==> config.mk <==
export PLATFORM = sky130hd
export DESIGN_NAME = tspf_top
export DESIGN_NICKNAME = d
export VERILOG_FILES = /design/src/tspf_pkg.sv /design/src/tspf_iir.sv /design/src/tspf_top.sv
export SDC_FILE = /design/constraint.sdc
export NUM_CORES = 1
export LEC_CHECK = 0
export ABC_AREA = 1
export BUFFER_PORTS_ARGS = -buffer_cell sky130_fd_sc_hd__buf_2
export CORE_AREA = 2 2 125 127
export DETAILED_ROUTE_END_ITERATION = 10
export DIE_AREA = 0 0 127 129
export PLACE_DENSITY = 0.86
export SLEW_MARGIN = 20
export SYNTH_ARGS = -nofsm -noshare
export SYNTH_HDL_FRONTEND = slang
export SYNTH_SLANG_ARGS = --single-unit
==> constraint.sdc <==
create_clock -name clk_sys -period 4.49 [get_ports clk_sys]
set_input_delay 0.898 -clock clk_sys [delete_from_list [all_inputs] [get_ports clk_sys]]
set_output_delay 0.898 -clock clk_sys [all_outputs]
set_load 0.02 [all_outputs]
==> src/tspf_pkg.sv <==
// Shared constants for the temperature source select and fan drive filter block.
package tspf_pkg;

    // Register offsets of the byte register port.
    localparam logic [7:0] TSPF_ADDR_SRC_SEL   = 8'h31;
    localparam logic [7:0] TSPF_ADDR_FILT_SET  = 8'h32;
    localparam logic [7:0] TSPF_ADDR_SHUT_THR  = 8'h33;
    localparam logic [7:0] TSPF_ADDR_Z3_LSB    = 8'h20;
    localparam logic [7:0] TSPF_ADDR_Z3_MIRROR = 8'h21;
    localparam logic [7:0] TSPF_ADDR_Z4_LSB    = 8'h22;
    localparam logic [7:0] TSPF_ADDR_Z4_MIRROR = 8'h23;
    localparam logic [7:0] TSPF_ADDR_Z3_TEMP   = 8'h52;
    localparam logic [7:0] TSPF_ADDR_Z4_TEMP   = 8'h53;

    // Reset values and writable masks of the three configuration bytes.
    localparam logic [7:0] TSPF_RST_BYTE       = 8'h00;
    localparam logic [7:0] TSPF_MASK_SRC_SEL   = 8'h1f;
    localparam logic [7:0] TSPF_MASK_FILT_SET  = 8'h77;
    localparam logic [7:0] TSPF_MASK_SHUT_THR  = 8'hf8;
    localparam logic [7:0] TSPF_RD_UNMAPPED    = 8'h00;

    // Field positions in the source select byte.
    localparam int TSPF_BIT_INTERNAL_SENSOR_DISABLE  = 0;
    localparam int TSPF_BIT_ADC_EXT  = 1;
    localparam int TSPF_BIT_Z1B_EN   = 2;
    localparam int TSPF_BIT_Z2B_EN   = 3;
    localparam int TSPF_BIT_INT_WR   = 4;

    // Field positions in the filter settings and threshold bytes.
    localparam int TSPF_COEF_W       = 3;
    localparam int TSPF_COEF1_LSB    = 0;
    localparam int TSPF_COEF2_LSB    = 4;
    localparam int TSPF_THR_LSB      = 3;
    localparam int TSPF_THR_W        = 5;
    localparam int TSPF_THR_SCALE_W  = 3;
    localparam logic [TSPF_COEF_W-1:0] TSPF_COEF_BYPASS = 3'h0;

    // Duty and filter widths.
    localparam int TSPF_DUTY_W       = 9;
    localparam int TSPF_FRAC_W       = 7;
    localparam int TSPF_TEMP_W       = 8;
    localparam int TSPF_NUM_DRIVES   = 2;

    // Filter update interval; with a shift of k the 95% settling takes
    // about 4.3, 10.4, 22.4, 46.4, 94, 190 and 382 updates for k = 1..7.
    localparam int TSPF_UPDATE_PERIOD_US = 22740;
    localparam int TSPF_CLK_MHZ          = 200;
    localparam int TSPF_UPDATE_CYCLES    = TSPF_UPDATE_PERIOD_US * TSPF_CLK_MHZ;
    localparam int TSPF_TICK_CNT_W       = 24;

endpackage // tspf_pkg

==> src/tspf_iir.sv <==
// First-order shift-and-add smoothing filter for one fan drive duty source.
`timescale 1ns/100ps
module tspf_iir #(
    parameter int DUTY_W = 9,
    parameter int FRAC_W = 7,
    parameter int COEF_W = 3
) (
    // Clock and reset.
    input  wire logic              clk_sys,
    input  wire logic              rst,
    // Control.
    input  wire logic              tick,
    input  wire logic [COEF_W-1:0] coef,
    // Data.
    input  wire logic [DUTY_W-1:0] duty_in,
    output logic      [DUTY_W-1:0] duty_out
);
    localparam int ACC_W = DUTY_W + FRAC_W;

    logic        [ACC_W-1:0] acc_r;
    logic        [ACC_W-1:0] acc_nxt;
    logic        [DUTY_W-1:0] out_r;
    logic        [DUTY_W-1:0] out_nxt;
    logic signed [ACC_W:0]   diff;
    logic signed [ACC_W:0]   step;
    logic signed [ACC_W:0]   sum;

    always_comb begin
        diff    = $signed({1'b0, duty_in, {FRAC_W{1'b0}}}) - $signed({1'b0, acc_r});
        step    = diff >>> coef;
        sum     = $signed({1'b0, acc_r}) + step;
        acc_nxt = acc_r;
        out_nxt = out_r;
        if (coef == '0) begin
            // Tracking the input while bypassed avoids a jump when filtering starts.
            acc_nxt = {duty_in, {FRAC_W{1'b0}}};
            out_nxt = duty_in;
        end else begin
            if (tick) begin
                acc_nxt = sum[ACC_W-1:0];
            end
            out_nxt = acc_r[ACC_W-1:FRAC_W];
        end
    end

    always_ff @(posedge clk_sys) begin
        if (rst) begin
            acc_r <= '0;
            out_r <= '0;
        end else begin
            acc_r <= acc_nxt;
            out_r <= out_nxt;
        end
    end

    assign duty_out = out_r;

endmodule // tspf_iir

==> src/tspf_top.sv <==
// Temperature source selection, pin routing and fan drive smoothing with shutoff.
//
// How it works
// While the internal sensor disable bit is clear, die temperature results load zone 3.
// While the analog-to-external bit is set, zone 4 is read-only and loads channel 15 minus 128.
// While that bit is clear, zone 4 takes host writes and the host keeps it current.
// The zone 3 and zone 4 outputs to all consumers carry the register contents as selected.
// The zone 1 second diode bit routes its shared pin to the diode, else to analog input 1.
// The zone 2 second diode bit routes its shared pin to the diode, else to analog input 2.
// With the internal write enable bit set, zone 3 takes host writes and stops auto updates.
// Bits 2:0 of the filter byte pick the smoothing coefficient of drive 1.
// Bits 6:4 of the filter byte pick the smoothing coefficient of drive 2.
// Code zero bypasses the filter and codes one to seven give settling of 0.098 s to 8.686 s.
// The five-bit shutoff field times eight forms a nine-bit duty threshold.
// Drive 1 is forced off while its filtered duty is below the threshold.
// With the drive 1 filter bypassed the shutoff comparison is disabled.
// Reserved bits read as zero and ignore writes, and all three bytes reset to zero.
// Each filter is a first-order shift filter updated at a fixed internal tick.
`timescale 1ns/100ps
module tspf_top
    import tspf_pkg::*;
#(
    parameter int UPDATE_CYCLES = tspf_pkg::TSPF_UPDATE_CYCLES
) (
    // Clock and reset.
    input  wire logic                             clk_sys,
    input  wire logic                             rst,
    // Byte register port from the serial interface engine.
    input  wire logic [7:0]                       reg_addr,
    input  wire logic                             reg_wr,
    input  wire logic [7:0]                       reg_wdata,
    output logic      [7:0]                       reg_rdata,
    // Measurement results from the converter.
    input  wire logic                             die_temp_valid,
    input  wire logic [tspf_pkg::TSPF_TEMP_W-1:0] die_temp,
    input  wire logic                             analog_channel_15_valid,
    input  wire logic [tspf_pkg::TSPF_TEMP_W-1:0] analog_channel_15,
    // Zone temperatures for the fan control consumers.
    output logic      [tspf_pkg::TSPF_TEMP_W-1:0] zone3_temp,
    output logic      [tspf_pkg::TSPF_TEMP_W-1:0] zone4_temp,
    // Shared pin routing to the analog front end.
    output logic                                  zone1_second_diode_enable,
    output logic                                  zone2_second_diode_enable,
    // Duty sources and smoothed duties.
    input  wire logic [tspf_pkg::TSPF_DUTY_W-1:0] fan_drive_output_1_src,
    input  wire logic [tspf_pkg::TSPF_DUTY_W-1:0] fan_drive_output_2_src,
    output logic      [tspf_pkg::TSPF_DUTY_W-1:0] fan_drive_output_1,
    output logic      [tspf_pkg::TSPF_DUTY_W-1:0] fan_drive_output_2
);

    // Configuration bytes.
    logic [7:0]             src_sel_r;
    logic [7:0]             src_sel_nxt;
    logic [7:0]             filt_set_r;
    logic [7:0]             filt_set_nxt;
    logic [7:0]             shut_thr_r;
    logic [7:0]             shut_thr_nxt;

    // Zone temperature registers.
    logic [TSPF_TEMP_W-1:0] zone3_r;
    logic [TSPF_TEMP_W-1:0] zone3_nxt;
    logic [TSPF_TEMP_W-1:0] zone4_r;
    logic [TSPF_TEMP_W-1:0] zone4_nxt;

    // Read data.
    logic [7:0]             rdata_r;
    logic [7:0]             rdata_nxt;

    // Filter update tick.
    logic [TSPF_TICK_CNT_W-1:0] tick_cnt_r;
    logic [TSPF_TICK_CNT_W-1:0] tick_cnt_nxt;
    logic                       tick_r;
    logic                       tick_nxt;

    // Filter channels and the drive outputs.
    logic [TSPF_DUTY_W-1:0] duty_src  [TSPF_NUM_DRIVES];
    logic [TSPF_DUTY_W-1:0] duty_filt [TSPF_NUM_DRIVES];
    logic [TSPF_COEF_W-1:0] coef      [TSPF_NUM_DRIVES];
    logic [TSPF_DUTY_W-1:0] drive1_r;
    logic [TSPF_DUTY_W-1:0] drive1_nxt;
    logic [TSPF_DUTY_W-1:0] drive2_r;
    logic [TSPF_DUTY_W-1:0] drive2_nxt;
    logic [TSPF_DUTY_W-1:0] drive1_shutoff_threshold;

    // Decoded fields.
    logic internal_sensor_disable;
    logic adc_to_external_temp;
    logic internal_temp_write_enable;
    logic [TSPF_COEF_W-1:0] drive1_filter_coefficient;
    logic [TSPF_COEF_W-1:0] drive2_filter_coefficient;
    logic [TSPF_THR_W-1:0]  drive1_shutoff_field;

    // Address decode shared by the write and read paths.
    logic                   hit_src_sel;
    logic                   hit_filt_set;
    logic                   hit_shut_thr;
    logic                   hit_zone3;
    logic                   hit_zone4;

    // Zone update permissions and the drive 1 shutoff decision.
    logic                   zone3_host_wr;
    logic                   zone3_auto_ld;
    logic                   zone4_host_wr;
    logic                   zone4_auto_ld;
    logic                   drive1_shutoff_active;

    assign internal_sensor_disable    = src_sel_r[TSPF_BIT_INTERNAL_SENSOR_DISABLE];
    assign adc_to_external_temp       = src_sel_r[TSPF_BIT_ADC_EXT];
    assign internal_temp_write_enable = src_sel_r[TSPF_BIT_INT_WR];
    assign drive1_filter_coefficient  = filt_set_r[TSPF_COEF1_LSB +: TSPF_COEF_W];
    assign drive2_filter_coefficient  = filt_set_r[TSPF_COEF2_LSB +: TSPF_COEF_W];
    assign drive1_shutoff_field       = shut_thr_r[TSPF_THR_LSB +: TSPF_THR_W];
    assign drive1_shutoff_threshold   = {1'b0, drive1_shutoff_field, {TSPF_THR_SCALE_W{1'b0}}};

    // A zone answers at its own address and at its mirror, so one decode serves
    // both the write and the read path and the two cannot drift apart.
    always_comb begin
        hit_src_sel  = 1'b0;
        hit_filt_set = 1'b0;
        hit_shut_thr = 1'b0;
        hit_zone3    = 1'b0;
        hit_zone4    = 1'b0;
        if (reg_addr == TSPF_ADDR_SRC_SEL) begin
            hit_src_sel = 1'b1;
        end else if (reg_addr == TSPF_ADDR_FILT_SET) begin
            hit_filt_set = 1'b1;
        end else if (reg_addr == TSPF_ADDR_SHUT_THR) begin
            hit_shut_thr = 1'b1;
        end else if (reg_addr == TSPF_ADDR_Z3_TEMP || reg_addr == TSPF_ADDR_Z3_MIRROR) begin
            hit_zone3 = 1'b1;
        end else if (reg_addr == TSPF_ADDR_Z4_TEMP || reg_addr == TSPF_ADDR_Z4_MIRROR) begin
            hit_zone4 = 1'b1;
        end
    end

    // Configuration byte writes.
    // Reserved bits are dropped on the way in, so the read path needs no masks.
    always_comb begin
        src_sel_nxt  = src_sel_r;
        filt_set_nxt = filt_set_r;
        shut_thr_nxt = shut_thr_r;
        if (reg_wr) begin
            if (hit_src_sel) begin
                src_sel_nxt = reg_wdata & TSPF_MASK_SRC_SEL;
            end else if (hit_filt_set) begin
                filt_set_nxt = reg_wdata & TSPF_MASK_FILT_SET;
            end else if (hit_shut_thr) begin
                shut_thr_nxt = reg_wdata & TSPF_MASK_SHUT_THR;
            end
        end
    end

    always_ff @(posedge clk_sys) begin
        if (rst) begin
            src_sel_r  <= TSPF_RST_BYTE;
            filt_set_r <= TSPF_RST_BYTE;
            shut_thr_r <= TSPF_RST_BYTE;
        end else begin
            src_sel_r  <= src_sel_nxt;
            filt_set_r <= filt_set_nxt;
            shut_thr_r <= shut_thr_nxt;
        end
    end

    // Zone temperature sources. A host write and a measurement in the same cycle
    // cannot meet, since each mode admits only one of the two sources.
    // With both paths shut, zone 3 holds its last value and consumers may see it go stale.
    assign zone3_host_wr = reg_wr && hit_zone3 && internal_temp_write_enable;
    assign zone3_auto_ld = die_temp_valid && !internal_sensor_disable
                           && !internal_temp_write_enable;
    assign zone4_host_wr = reg_wr && hit_zone4 && !adc_to_external_temp;
    assign zone4_auto_ld = analog_channel_15_valid && adc_to_external_temp;

    always_comb begin
        zone3_nxt = zone3_r;
        if (zone3_host_wr) begin
            zone3_nxt = reg_wdata;
        end else if (zone3_auto_ld) begin
            zone3_nxt = die_temp;
        end
        zone4_nxt = zone4_r;
        if (zone4_auto_ld) begin
            // Inverting the top bit turns the offset reading into a signed value.
            zone4_nxt = {~analog_channel_15[TSPF_TEMP_W-1],
                         analog_channel_15[TSPF_TEMP_W-2:0]};
        end else if (zone4_host_wr) begin
            zone4_nxt = reg_wdata;
        end
    end

    always_ff @(posedge clk_sys) begin
        if (rst) begin
            zone3_r <= '0;
            zone4_r <= '0;
        end else begin
            zone3_r <= zone3_nxt;
            zone4_r <= zone4_nxt;
        end
    end

    // Registered read data, one cycle behind the address.
    always_comb begin
        if (hit_src_sel) begin
            rdata_nxt = src_sel_r;
        end else if (hit_filt_set) begin
            rdata_nxt = filt_set_r;
        end else if (hit_shut_thr) begin
            rdata_nxt = shut_thr_r;
        end else if (hit_zone3) begin
            rdata_nxt = zone3_r;
        end else if (hit_zone4) begin
            rdata_nxt = zone4_r;
        end else begin
            // The half-degree bytes hold no fraction here and read as zero too.
            rdata_nxt = TSPF_RD_UNMAPPED;
        end
    end

    always_ff @(posedge clk_sys) begin
        if (rst) begin
            rdata_r <= TSPF_RD_UNMAPPED;
        end else begin
            rdata_r <= rdata_nxt;
        end
    end

    // Fixed-rate update tick shared by both filters.
    // The counter restarts with reset, so the first update lands one full period later.
    always_comb begin
        tick_nxt     = 1'b0;
        tick_cnt_nxt = tick_cnt_r + TSPF_TICK_CNT_W'(1'b1);
        if (tick_cnt_r >= TSPF_TICK_CNT_W'(UPDATE_CYCLES - 1)) begin
            tick_cnt_nxt = '0;
            tick_nxt     = 1'b1;
        end
    end

    always_ff @(posedge clk_sys) begin
        if (rst) begin
            tick_cnt_r <= '0;
            tick_r     <= 1'b0;
        end else begin
            tick_cnt_r <= tick_cnt_nxt;
            tick_r     <= tick_nxt;
        end
    end

    // Smoothing filters, one per drive.
    // Both filters share one tick, so equal codes settle in step.
    assign duty_src[0] = fan_drive_output_1_src;
    assign duty_src[1] = fan_drive_output_2_src;
    assign coef[0]     = drive1_filter_coefficient;
    assign coef[1]     = drive2_filter_coefficient;

    for (genvar ch = 0; ch < TSPF_NUM_DRIVES; ch++) begin : g_filt
        tspf_iir #(
            .DUTY_W (TSPF_DUTY_W),
            .FRAC_W (TSPF_FRAC_W),
            .COEF_W (TSPF_COEF_W)
        ) u_iir (
            .clk_sys  (clk_sys),
            .rst      (rst),
            .tick     (tick_r),
            .coef     (coef[ch]),
            .duty_in  (duty_src[ch]),
            .duty_out (duty_filt[ch])
        );
    end

    // Drive outputs with the drive 1 low-duty shutoff. Drive 2 has no shutoff in this
    // block, so its smoothed duty passes straight to the output flop.
    assign drive1_shutoff_active = drive1_filter_coefficient != TSPF_COEF_BYPASS
                                   && duty_filt[0] < drive1_shutoff_threshold;

    always_comb begin
        drive1_nxt = duty_filt[0];
        if (drive1_shutoff_active) begin
            drive1_nxt = '0;
        end
        drive2_nxt = duty_filt[1];
    end

    always_ff @(posedge clk_sys) begin
        if (rst) begin
            drive1_r <= '0;
            drive2_r <= '0;
        end else begin
            drive1_r <= drive1_nxt;
            drive2_r <= drive2_nxt;
        end
    end

    // Outputs, all straight from flip-flops.
    assign reg_rdata                 = rdata_r;
    assign zone3_temp                = zone3_r;
    assign zone4_temp                = zone4_r;
    assign zone1_second_diode_enable = src_sel_r[TSPF_BIT_Z1B_EN];
    assign zone2_second_diode_enable = src_sel_r[TSPF_BIT_Z2B_EN];
    assign fan_drive_output_1        = drive1_r;
    assign fan_drive_output_2        = drive2_r;

endmodule // tspf_top

==> results.cfg, run 1 <==
[clock_tree]
clock-root-buffer = clkbuf_16
cts_inserted_buffers = 17
post_cts_resized = 0
cts_setup_buffers = 0
htreeDepth = 4
clock_latency_ps = 420
cts_tree = yes
ctsHoldBuffers = 0
cts.sinks = 133
clk_pin_slew_worst_paths_ps = 60
clockBufferDepth = 2

[sta]
max_freq_ghz = 0.248
finalHoldViolCount = 0
max_slew_margin = 0.416
fin_tns_setup_ps = 0
timing.final.ws_setup_ps = 462
slew_viol_final = 0
timing.final.crit_share = 0.897
setup_violations = 0
min_period_ps = 4030
rsz0062_at_grt = no
max_slew.worst_pin.slew_ps = 870
finClkSkew_ps = 7.88

[synthesis]
yosysWarnings = 0
synth-seq-area-share = 0.302
synth_top_area_frac = 0.302
synth_cell_types = 52
synth_top_flop_cell = dfxtp_1
ys_seq_elements = 133
synth_area_leaders = dfxtp_1 30%, nand2_1 13%, ha_1 8.1%
synth_nets = 1440
synth.avg_cell_area_um2 = 6.65
syn_area_um2 = 8810
synth_cells = 1326
synth-edff-count = 0
synthArstFlopShare = 0
synth_top_cell_by_area = dfxtp_1

[placement]
dp_hpwl_mm = 17.6
dp_cells = 1581
io_buffers = 98
dpl_cell_area_um2 = 9470
dp_worst_setup_slack_ps = 59.3
place_congestion = 0.920

[run]
maxCapViolCount = 0

[final_layout]
final_nets = 1526
diodes = 0
area.sequential_um2 = 2660
multi_input_area_um2 = 5340
syn_to_final_growth_pct = 14.5
drive_above_1_share = 0.121
nFillCells = 1313
layout.cells.non_filler = 1613
stdcell_area_um2 = 10100

[global_routing]
met2_usage = 0.485
grt_usage = 0.289
grt_pass1_wl_mm = 38.6
use_met1 = 0.371
grt_max_degree = 34
gr-total-overflow = 0
grt_pass1_vias = 8392
busiest_layer = met2
grt_antenna_before_repair = 2
gr-usage-met3 = 0.0532

[worst_setup_path]
cpMaxStageDelayCell = ha_1
cp_cell_sequence = buf_2 -> ha_1 -> a21oi_1 -> o21ai_0 -> a21oi_1 -> xnor2_1 -> or2_2 -> nand2_1 -> nand2_1 -> nand3_1 -> o21ai_0 -> ha_1 -> nand2_1 -> nor2_1 -> nand2_1 -> nand3_1 -> nand2_1 -> a21oi_2 -> a21boi_0 -> buf_4 -> o21ai_0 -> nand3_1 -> nand3_1 -> a21oi_1
cp.arrival_ps = 4310
path_class = in -> reg
start_kind = primary input
path_common_cell = nand2_1
cp_top_family = compound AO/OA/AOI/OAI gates
worst_setup_path_end_kind = flip-flop
cp_num_buf_inv = 2
worstPathRequired_ps = 4770
crit_fanout = 6
crit_path_max_incr_delay_ps = 370

[detailed_routing]
vias_per_cell = 5.65
postRouteWirelength_mm = 23.2
dr.pass1.iters = 6
final_antenna_net_count = 0
drc = 0
drt_iter0_markers = 922
vias = 9119
wl_per_cell_um = 14.4

[hold_path]
hp-class = reg -> reg

[power]
power_density_nw_per_um2 = 331
cellLeakagePower_nw = 4.87
vdd_ir_drop_max_uv = 259

[floorplan]
core_area_um2 = 15000
die_height_um = 129
fp.dieArea_um2 = 16400
num_io_pins = 99
initial_core_util = 0.588
die_w_um = 127
rows = 45

[outcome]
status = finished, final reports clean
-- cells in the final DEF (no fill, tap or decap), types with 9 or more instances in the layout --
master and n:
buf_2 98, xnor2_1 13, dfxtp_1 133, nand3_1 94, a31oi_1 24, clkbuf_16 17
nor3_1 12, inv_1 170, nor2_1 110, buf_4 13, a21oi_1 87, ha_1 57
xor2_1 42, nand4_1 11, o22ai_1 19, nand2_1 311, o21ai_0 116, or2_2 9
-- power breakdown --
part / internal (mW) / leakage, nW / switching [mW] / total, mW
sequential: 1.21 / 1.09 / 0.0169 / 1.23
combinational: 0.238 / 3.49 / 0.409 / 0.647
clock: 0.890 / 0.303 / 0.571 / 1.46
-- layer usage --
metal | part of all wire | wire length, um | vias up
li1 | - | - | 4541
met1 | 0.43 | 9970 | 4095
met2 | 0.47 | 10800 | 406
met3 | 0.074 | 1730 | 73
met4 | 0.029 | 675 | 4
met5 | 0.0012 | 27 | -
-- worst paths after layout --
| check | cells after the start | to | startpoint | slack, ps |
|---|---|---|---|---|
| worst max register to register | 25 | g_filt[1].u_iir.acc_r[13]$_SDFFE_PP0P_ | g_filt[1].u_iir.acc_r[1]$_SDFFE_PP0P_ | 540 |
| worst min register to register | 2 | fan_drive_output_2[7]$_SDFF_PP0_ | g_filt[1].u_iir.duty_out[7]$_SDFF_PP0_ | 400 |
| worst max-delay path | 24 | g_filt[1].u_iir.acc_r[15]$_SDFFE_PP0P_ | fan_drive_output_2_src[2] | 460 |
| worst min-delay path | 2 | fan_drive_output_2[7]$_SDFF_PP0_ | g_filt[1].u_iir.duty_out[7]$_SDFF_PP0_ | 400 |
-- worst reg2reg max path: stages (launching register included) --
cell and delay, ps:
dfxtp_1 330, inv_1 120, ha_1 190, nand3_1 100
nor2_1 180, nand3_1 100, nand2_1 170, xor2_1 220
nand2_1 70, o21ai_0 90, inv_1 70, nand2_1 50
o21ai_0 120, o21ai_0 200, ha_1 310, a21oi_1 190
nand2_1 130, nand2_1 80, nand3_1 80, nand2_1 100
a21oi_2 80, a21boi_0 230, o21ai_0 170, or2_2 320
nand3_1 90, nand2_1 60
-- final cells by class --
type | instances | area share
Clock inverter | 15 | 0.0190
Sequential cell | 133 | 0.264
Multi-Input combinational cell | 975 | 0.529
Clock buffer | 17 | 0.0422
Timing Repair Buffer | 111 | 0.0583
Inverter | 174 | 0.0647
Tap cell | 188 | 0.0233
-- registers in the layout, summed over array words and instances, names as in the netlist --
name,cells
zone4_temp,8
filt_set_r,6
src_sel_r,5
fan_drive_output_2,9
reg_rdata,8
g_filt.u_iir.acc_r,32
fan_drive_output_1,9
tick_r,1
g_filt.u_iir.duty_out,18
shut_thr_r,5
tick_cnt_r,24
zone3_temp,8
-- synthesized netlist by cell type, drive strengths merged, types with 3 or more instances --
library cell and count:
buf 9, mux2i 5, o21ai 118, ha 57
o22ai 19, and2 3, nand4 11, nand2 312
clkbuf 35, a31oi 24, nor2 114, o211ai 7
clkinv 3, xor2 42, or2 10, nor4 4
dfxtp 133, a21boi 4, o221ai 3, inv 171
nand3 98, xnor2 13, o21bai 3, o21a 4
nor3 16, a21oi 88
-- kinds of logic (layout without fill, tap and decap cells) --
kind of cell    Yosys count  in the layout  synth area share
simple gates            572            572             0.279
compound gates          281            281             0.177
buf+inv                 218            317            0.0936
flops                   133            133             0.302
fa+ha+maj                59             59            0.0855
xor+xnor                 55             55            0.0547
mux                       7              7           0.00823
other cells               1              1          0.000425
-- per-stage QoR --
step	power [mW]	util	hold WS, ps
6_report	3.34	0.674	402
5_1_grt	3.49	0.674	419
4_1_cts	3.33	0.673	404
3_5_place_dp	1.88	0.632	395
3_3_place_gp	1.86	0.632	393
2_1_floorplan	1.72	-	388
Note: power is estimated with default switching activity, not from simulation.
==> run 2: changes to the inputs <==
--- a/config.mk
+++ b/config.mk
@@ -7,10 +7,10 @@
 export LEC_CHECK = 0
 export ABC_AREA = 1
 export BUFFER_PORTS_ARGS = -buffer_cell sky130_fd_sc_hd__buf_2
-export CORE_AREA = 2 2 125 127
+export CORE_AREA = 2 2 136 138
 export DETAILED_ROUTE_END_ITERATION = 10
-export DIE_AREA = 0 0 127 129
-export PLACE_DENSITY = 0.86
+export DIE_AREA = 0 0 138 140
+export PLACE_DENSITY = 0.75
 export SLEW_MARGIN = 20
 export SYNTH_ARGS = -nofsm -noshare
 export SYNTH_HDL_FRONTEND = slang
==> run 2 against run 1 <==
Compared with the run above: global-route usage shrank 4.4 points; combinational power shrank 0.9%; register-to-register slack is essentially flat; die area grew 18%; worst hold slack lost 3.1 ps.
==> results.cfg, run 2 (synthesized netlist as in run 1, its figures left out) <==
[outcome]
status = finished, final reports clean

[final_layout]
syn_to_final_growth_pct = 15.1
nFillCells = 1706
largest_register_ff_count = 32
top_register = g_filt.u_iir.acc_r
layout_common_cells = 311 x nand2_1, 170 x inv_1, 133 x dfxtp_1
final_common_cell = nand2_1
drive_above_1_share = 0.122
final_nets = 1530

[global_routing]
grt_pass1_wl_mm = 39.6
grt_pass1_vias = 8465
gr-total-overflow = 0
grt_max_degree = 49
grt_usage = 0.245
grt_antenna_before_repair = 1

[worst_setup_path]
start_kind = flip-flop
crit_start = g_filt[0].u_iir.acc_r[1]$_SDFFE_PP0P_
crit_path_max_incr_delay_ps = 310
reg2reg_from = g_filt[0].u_iir.acc_r[1]$_SDFFE_PP0P_
worst_setup_path_end_kind = flip-flop
reg2reg_depth = 31
cp.arrival_ps = 4320
path_class = reg -> reg
cpMaxStageDelayCell = dfxtp_1
worstPathRequired_ps = 4860
rrSetupSlack_ps = 540
endpoint = g_filt[0].u_iir.acc_r[13]$_SDFFE_PP0P_
r2r_end = g_filt[0].u_iir.acc_r[13]$_SDFFE_PP0P_
path_common_cell = nand2_1
crit_fanout = 4

[detailed_routing]
drt_iter0_markers = 793
drc = 0
vias = 9038
dr.pass1.iters = 5
vias_per_cell = 5.45
postRouteWirelength_mm = 23.6
final_antenna_net_count = 0
wl_per_cell_um = 14.3

[clock_tree]
cts_tree = yes
cts_setup_buffers = 0
cts.sinks = 133
clk_pin_slew_worst_paths_ps = 60
post_cts_resized = 0
cts_inserted_buffers = 17
ctsHoldBuffers = 0
htreeDepth = 4
clock_latency_ps = 430
clock-root-buffer = clkbuf_16
clockBufferDepth = 2

[floorplan]
num_io_pins = 99
core_area_um2 = 17800
die_height_um = 140
fp.dieArea_um2 = 19300
die_w_um = 138
initial_core_util = 0.496
rows = 49

[sta]
max_slew_margin = 0.336
max_slew.worst_pin.slew_ps = 994
timing.final.crit_share = 0.879
finalHoldViolCount = 0
finClkSkew_ps = 7.14
slew_viol_final = 0
timing.final.ws_setup_ps = 545
setup_violations = 0
min_period_ps = 3950
rsz0062_at_grt = no
max_freq_ghz = 0.253
fin_tns_setup_ps = 0

[power]
power_density_nw_per_um2 = 322
vdd_ir_drop_max_uv = 308
fin_total_pwr_mw = 3.26
cellLeakagePower_nw = 4.88

[hold_path]
hp-class = reg -> reg

[placement]
dp_hpwl_mm = 18.0
place_congestion = 0.917
dp_worst_setup_slack_ps = 1.57
io_buffers = 98

[run]
maxCapViolCount = 0
==> run 2: critical path: cells and delay by family (launching register included) <==
kind	cells	cell delay, ps
and+or+nand+nor	18	1490
adders and majority gates	2	450
buffers and inverters	4	360
xor gates and xnor gates	1	200
DFF	1	310
AOI/OAI and AO/OA	6	1080
==> run 2: stage by stage <==
stage / instance area [um2] / instances / hold WS (ps) / util
global placement: 9550 / 1626 / 393 / 0.537
detailed placement: 9550 / 1626 / 396 / 0.537
finish: 10100 / 1659 / 399 / 0.571
CTS: 10100 / 1658 / 403 / 0.570
floorplan: 8810 / 1326 / 388 / -
global route: 10100 / 1659 / 420 / 0.571
==> run 2: worst min-delay path by stage <==
stage,startpoint,to,slack [ps],cells past startpoint
6_report,g_filt[1].u_iir.duty_out[3]$_SDFF_PP0_,fan_drive_output_2[3]$_SDFF_PP0_,400,2
5_1_grt,g_filt[1].u_iir.duty_out[3]$_SDFF_PP0_,fan_drive_output_2[3]$_SDFF_PP0_,420,2
4_1_cts,g_filt[1].u_iir.duty_out[3]$_SDFF_PP0_,fan_drive_output_2[3]$_SDFF_PP0_,400,2
3_5_place_dp,g_filt[1].u_iir.duty_out[3]$_SDFF_PP0_,fan_drive_output_2[3]$_SDFF_PP0_,400,2
3_3_place_gp,g_filt[1].u_iir.duty_out[0]$_SDFF_PP0_,fan_drive_output_2[0]$_SDFF_PP0_,390,2
2_1_floorplan,g_filt[1].u_iir.duty_out[0]$_SDFF_PP0_,fan_drive_output_2[0]$_SDFF_PP0_,390,2
==> run 2: area by class of cell <==
class / count / area (um2) / share of cell area
diodes: 1 / 2.50 / 0.000247
clock buffers: 17 / 425 / 0.0419
clock inverters: 15 / 165 / 0.0163
inverters: 174 / 653 / 0.0644
multi-input cells: 975 / 5330 / 0.526
flip-flops and latches: 133 / 2660 / 0.262
well taps: 229 / 287 / 0.0282
repair buffers: 115 / 618 / 0.0609
==> run 2: routing by layer <==
metal  vias to the layer above  global-route usage  part of all wire
li1                       4569                   -                 -
met2                       311               0.404              0.46
met5                         -                   0                 0
met3                        48              0.0434             0.059
met4                         0              0.0859             0.023
met1                      4110               0.323              0.46
==> run 2: power breakdown <==
part | internal [mW] | total, mW | switching, mW
sequential | 1.21 | 1.23 | 0.0171
combinational | 0.237 | 0.641 | 0.404
clock | 0.789 | 1.39 | 0.604
total | 2.24 | 3.26 | 1.03
==> run 3: changes to the inputs <==
--- a/config.mk
+++ b/config.mk
@@ -7,9 +7,9 @@
 export LEC_CHECK = 0
 export ABC_AREA = 1
 export BUFFER_PORTS_ARGS = -buffer_cell sky130_fd_sc_hd__buf_2
-export CORE_AREA = 2 2 136 138
+export CORE_AREA = 2 2 122 154
 export DETAILED_ROUTE_END_ITERATION = 10
-export DIE_AREA = 0 0 138 140
+export DIE_AREA = 0 0 124 156
 export PLACE_DENSITY = 0.75
 export SLEW_MARGIN = 20
 export SYNTH_ARGS = -nofsm -noshare
==> run 3 against run 2 <==
Compared with the run above: final area is essentially flat; power grew 0.16%; sequential power is essentially flat; critical endpoint is now g_filt[1].u_iir.acc_r[13]$_SDFFE_PP0P_.
==> results.cfg, run 3 (synthesized netlist as in run 1, its figures left out) <==
[sta]
finalHoldViolCount = 0
finClkSkew_ps = 10.6
rsz0062_at_grt = no
slew_viol_final = 0
min_period_ps = 4060
max_freq_ghz = 0.246
fin_tns_setup_ps = 0
whs_ps = 401
max_slew.worst_pin.slew_ps = 995
timing.final.ws_setup_ps = 425
timing.final.crit_share = 0.905
max_slew_margin = 0.331
setup_violations = 0

[global_routing]
grt_max_degree = 34
grt_pass1_wl_mm = 39.3
grt_antenna_before_repair = 0
grt_pass1_vias = 8416
grt_usage = 0.256
gr-total-overflow = 0

[run]
maxCapViolCount = 0

[placement]
io_buffers = 98
dp_hpwl_mm = 18.8
dp_cells = 1625
dpl_cell_area_um2 = 9550
place_congestion = 0.962
dp_worst_setup_slack_ps = 25.3

[clock_tree]
cts_tree = yes
clk_pin_slew_worst_paths_ps = 60
clockBufferDepth = 2
htreeDepth = 4
post_cts_resized = 0
clock-root-buffer = clkbuf_16
cts_setup_buffers = 0
ctsHoldBuffers = 0
clock_latency_ps = 440
cts_inserted_buffers = 17
cts.sinks = 133

[floorplan]
num_io_pins = 99
fp.dieArea_um2 = 19300
die_w_um = 124
rows = 55
core_area_um2 = 17900
initial_core_util = 0.493
die_height_um = 156

[detailed_routing]
drt_iter0_markers = 616
vias = 8959
drc = 0
vias_per_cell = 5.41
dr.pass1.iters = 5
wl_per_cell_um = 14.6
postRouteWirelength_mm = 24.1
final_antenna_net_count = 0

[power]
vdd_ir_drop_max_uv = 268
power_density_nw_per_um2 = 322
cellLeakagePower_nw = 4.89

[final_layout]
layout.cells.non_filler = 1657
stdcell_area_um2 = 10100
nFillCells = 1775
diodes = 0
final_nets = 1530
syn_to_final_growth_pct = 15.2
layout_common_cells = 311 x nand2_1, 170 x inv_1, 133 x dfxtp_1
largest_register_ff_count = 32
top_register = g_filt.u_iir.acc_r
drive_above_1_share = 0.122
final_common_cell = nand2_1

[worst_setup_path]
start_kind = primary input
worstPathRequired_ps = 4810
path_class = in -> reg
reg2reg_depth = 25
crit_fanout = 4
cp.arrival_ps = 4390
worst_setup_path_end_kind = flip-flop

[hold_path]
hp-class = reg -> reg
holdPathStages = 2

[outcome]
status = finished, final reports clean
-- run 3: layout make-up --
cell class                      instances  area (um2)  share of cell area
Multi-Input combinational cell        975        5330               0.525
Sequential cell                       133        2660               0.262
Clock inverter                         15         179              0.0176
Inverter                              174         653              0.0643
Clock buffer                           17         425              0.0419
Timing Repair Buffer                  115         618              0.0609
Tap cell                              228         285              0.0281
-- run 3: per-layer routing --
layer  track usage  routed length [um]  vias up
met5             0                   0        -
li1              -                   -     4563
met1         0.308               10000     4055
met2         0.443               11900      282
met3        0.0409                1330       59
met4         0.115                 863        0
-- run 3: path summary, 6_finish.rpt --
check                           slack, ps                              startpoint                                      to
worst max-delay path                  430               fan_drive_output_2_src[0]  g_filt[1].u_iir.acc_r[13]$_SDFFE_PP0P_
worst min-delay path                  400  g_filt[1].u_iir.duty_out[1]$_SDFF_PP0_        fan_drive_output_2[1]$_SDFF_PP0_
worst max register to register        460   g_filt[1].u_iir.acc_r[0]$_SDFFE_PP0P_  g_filt[1].u_iir.acc_r[13]$_SDFFE_PP0P_
worst min register to register        400  g_filt[1].u_iir.duty_out[1]$_SDFF_PP0_        fan_drive_output_2[1]$_SDFF_PP0_
-- run 3: report_power, final --
part,total (mW),internal (mW),switching (mW)
Sequential,1.23,1.21,0.0180
Clock,1.39,0.752,0.642
Combinational,0.644,0.239,0.405
Total,3.27,2.20,1.07
-- run 3: metrics by stage --
step / power (mW) / utilization
5_1_grt: 3.44 / 0.567
3_3_place_gp: 1.88 / 0.533
3_5_place_dp: 1.89 / 0.533
2_1_floorplan: 1.72 / -
4_1_cts: 3.29 / 0.567
6_report: 3.27 / 0.567
-- run 3: worst max-delay path: stages --
cell      delay (ps)
buf_2            140
ha_1             350
nand3_1          110
nand2_1          150
xor2_1           220
nand2_1           80
o21ai_0           80
inv_1             70
nand2_1           50
o21ai_0          100
o21ai_0          200
ha_1             320
a21oi_1          170
nand2_1          130
nand2_1           90
nand3_1           90
nand2_1          100
a21oi_1          100
a21boi_0         410
o21ai_0          160
or2_2            290
nand3_1           70
nand2_1           50
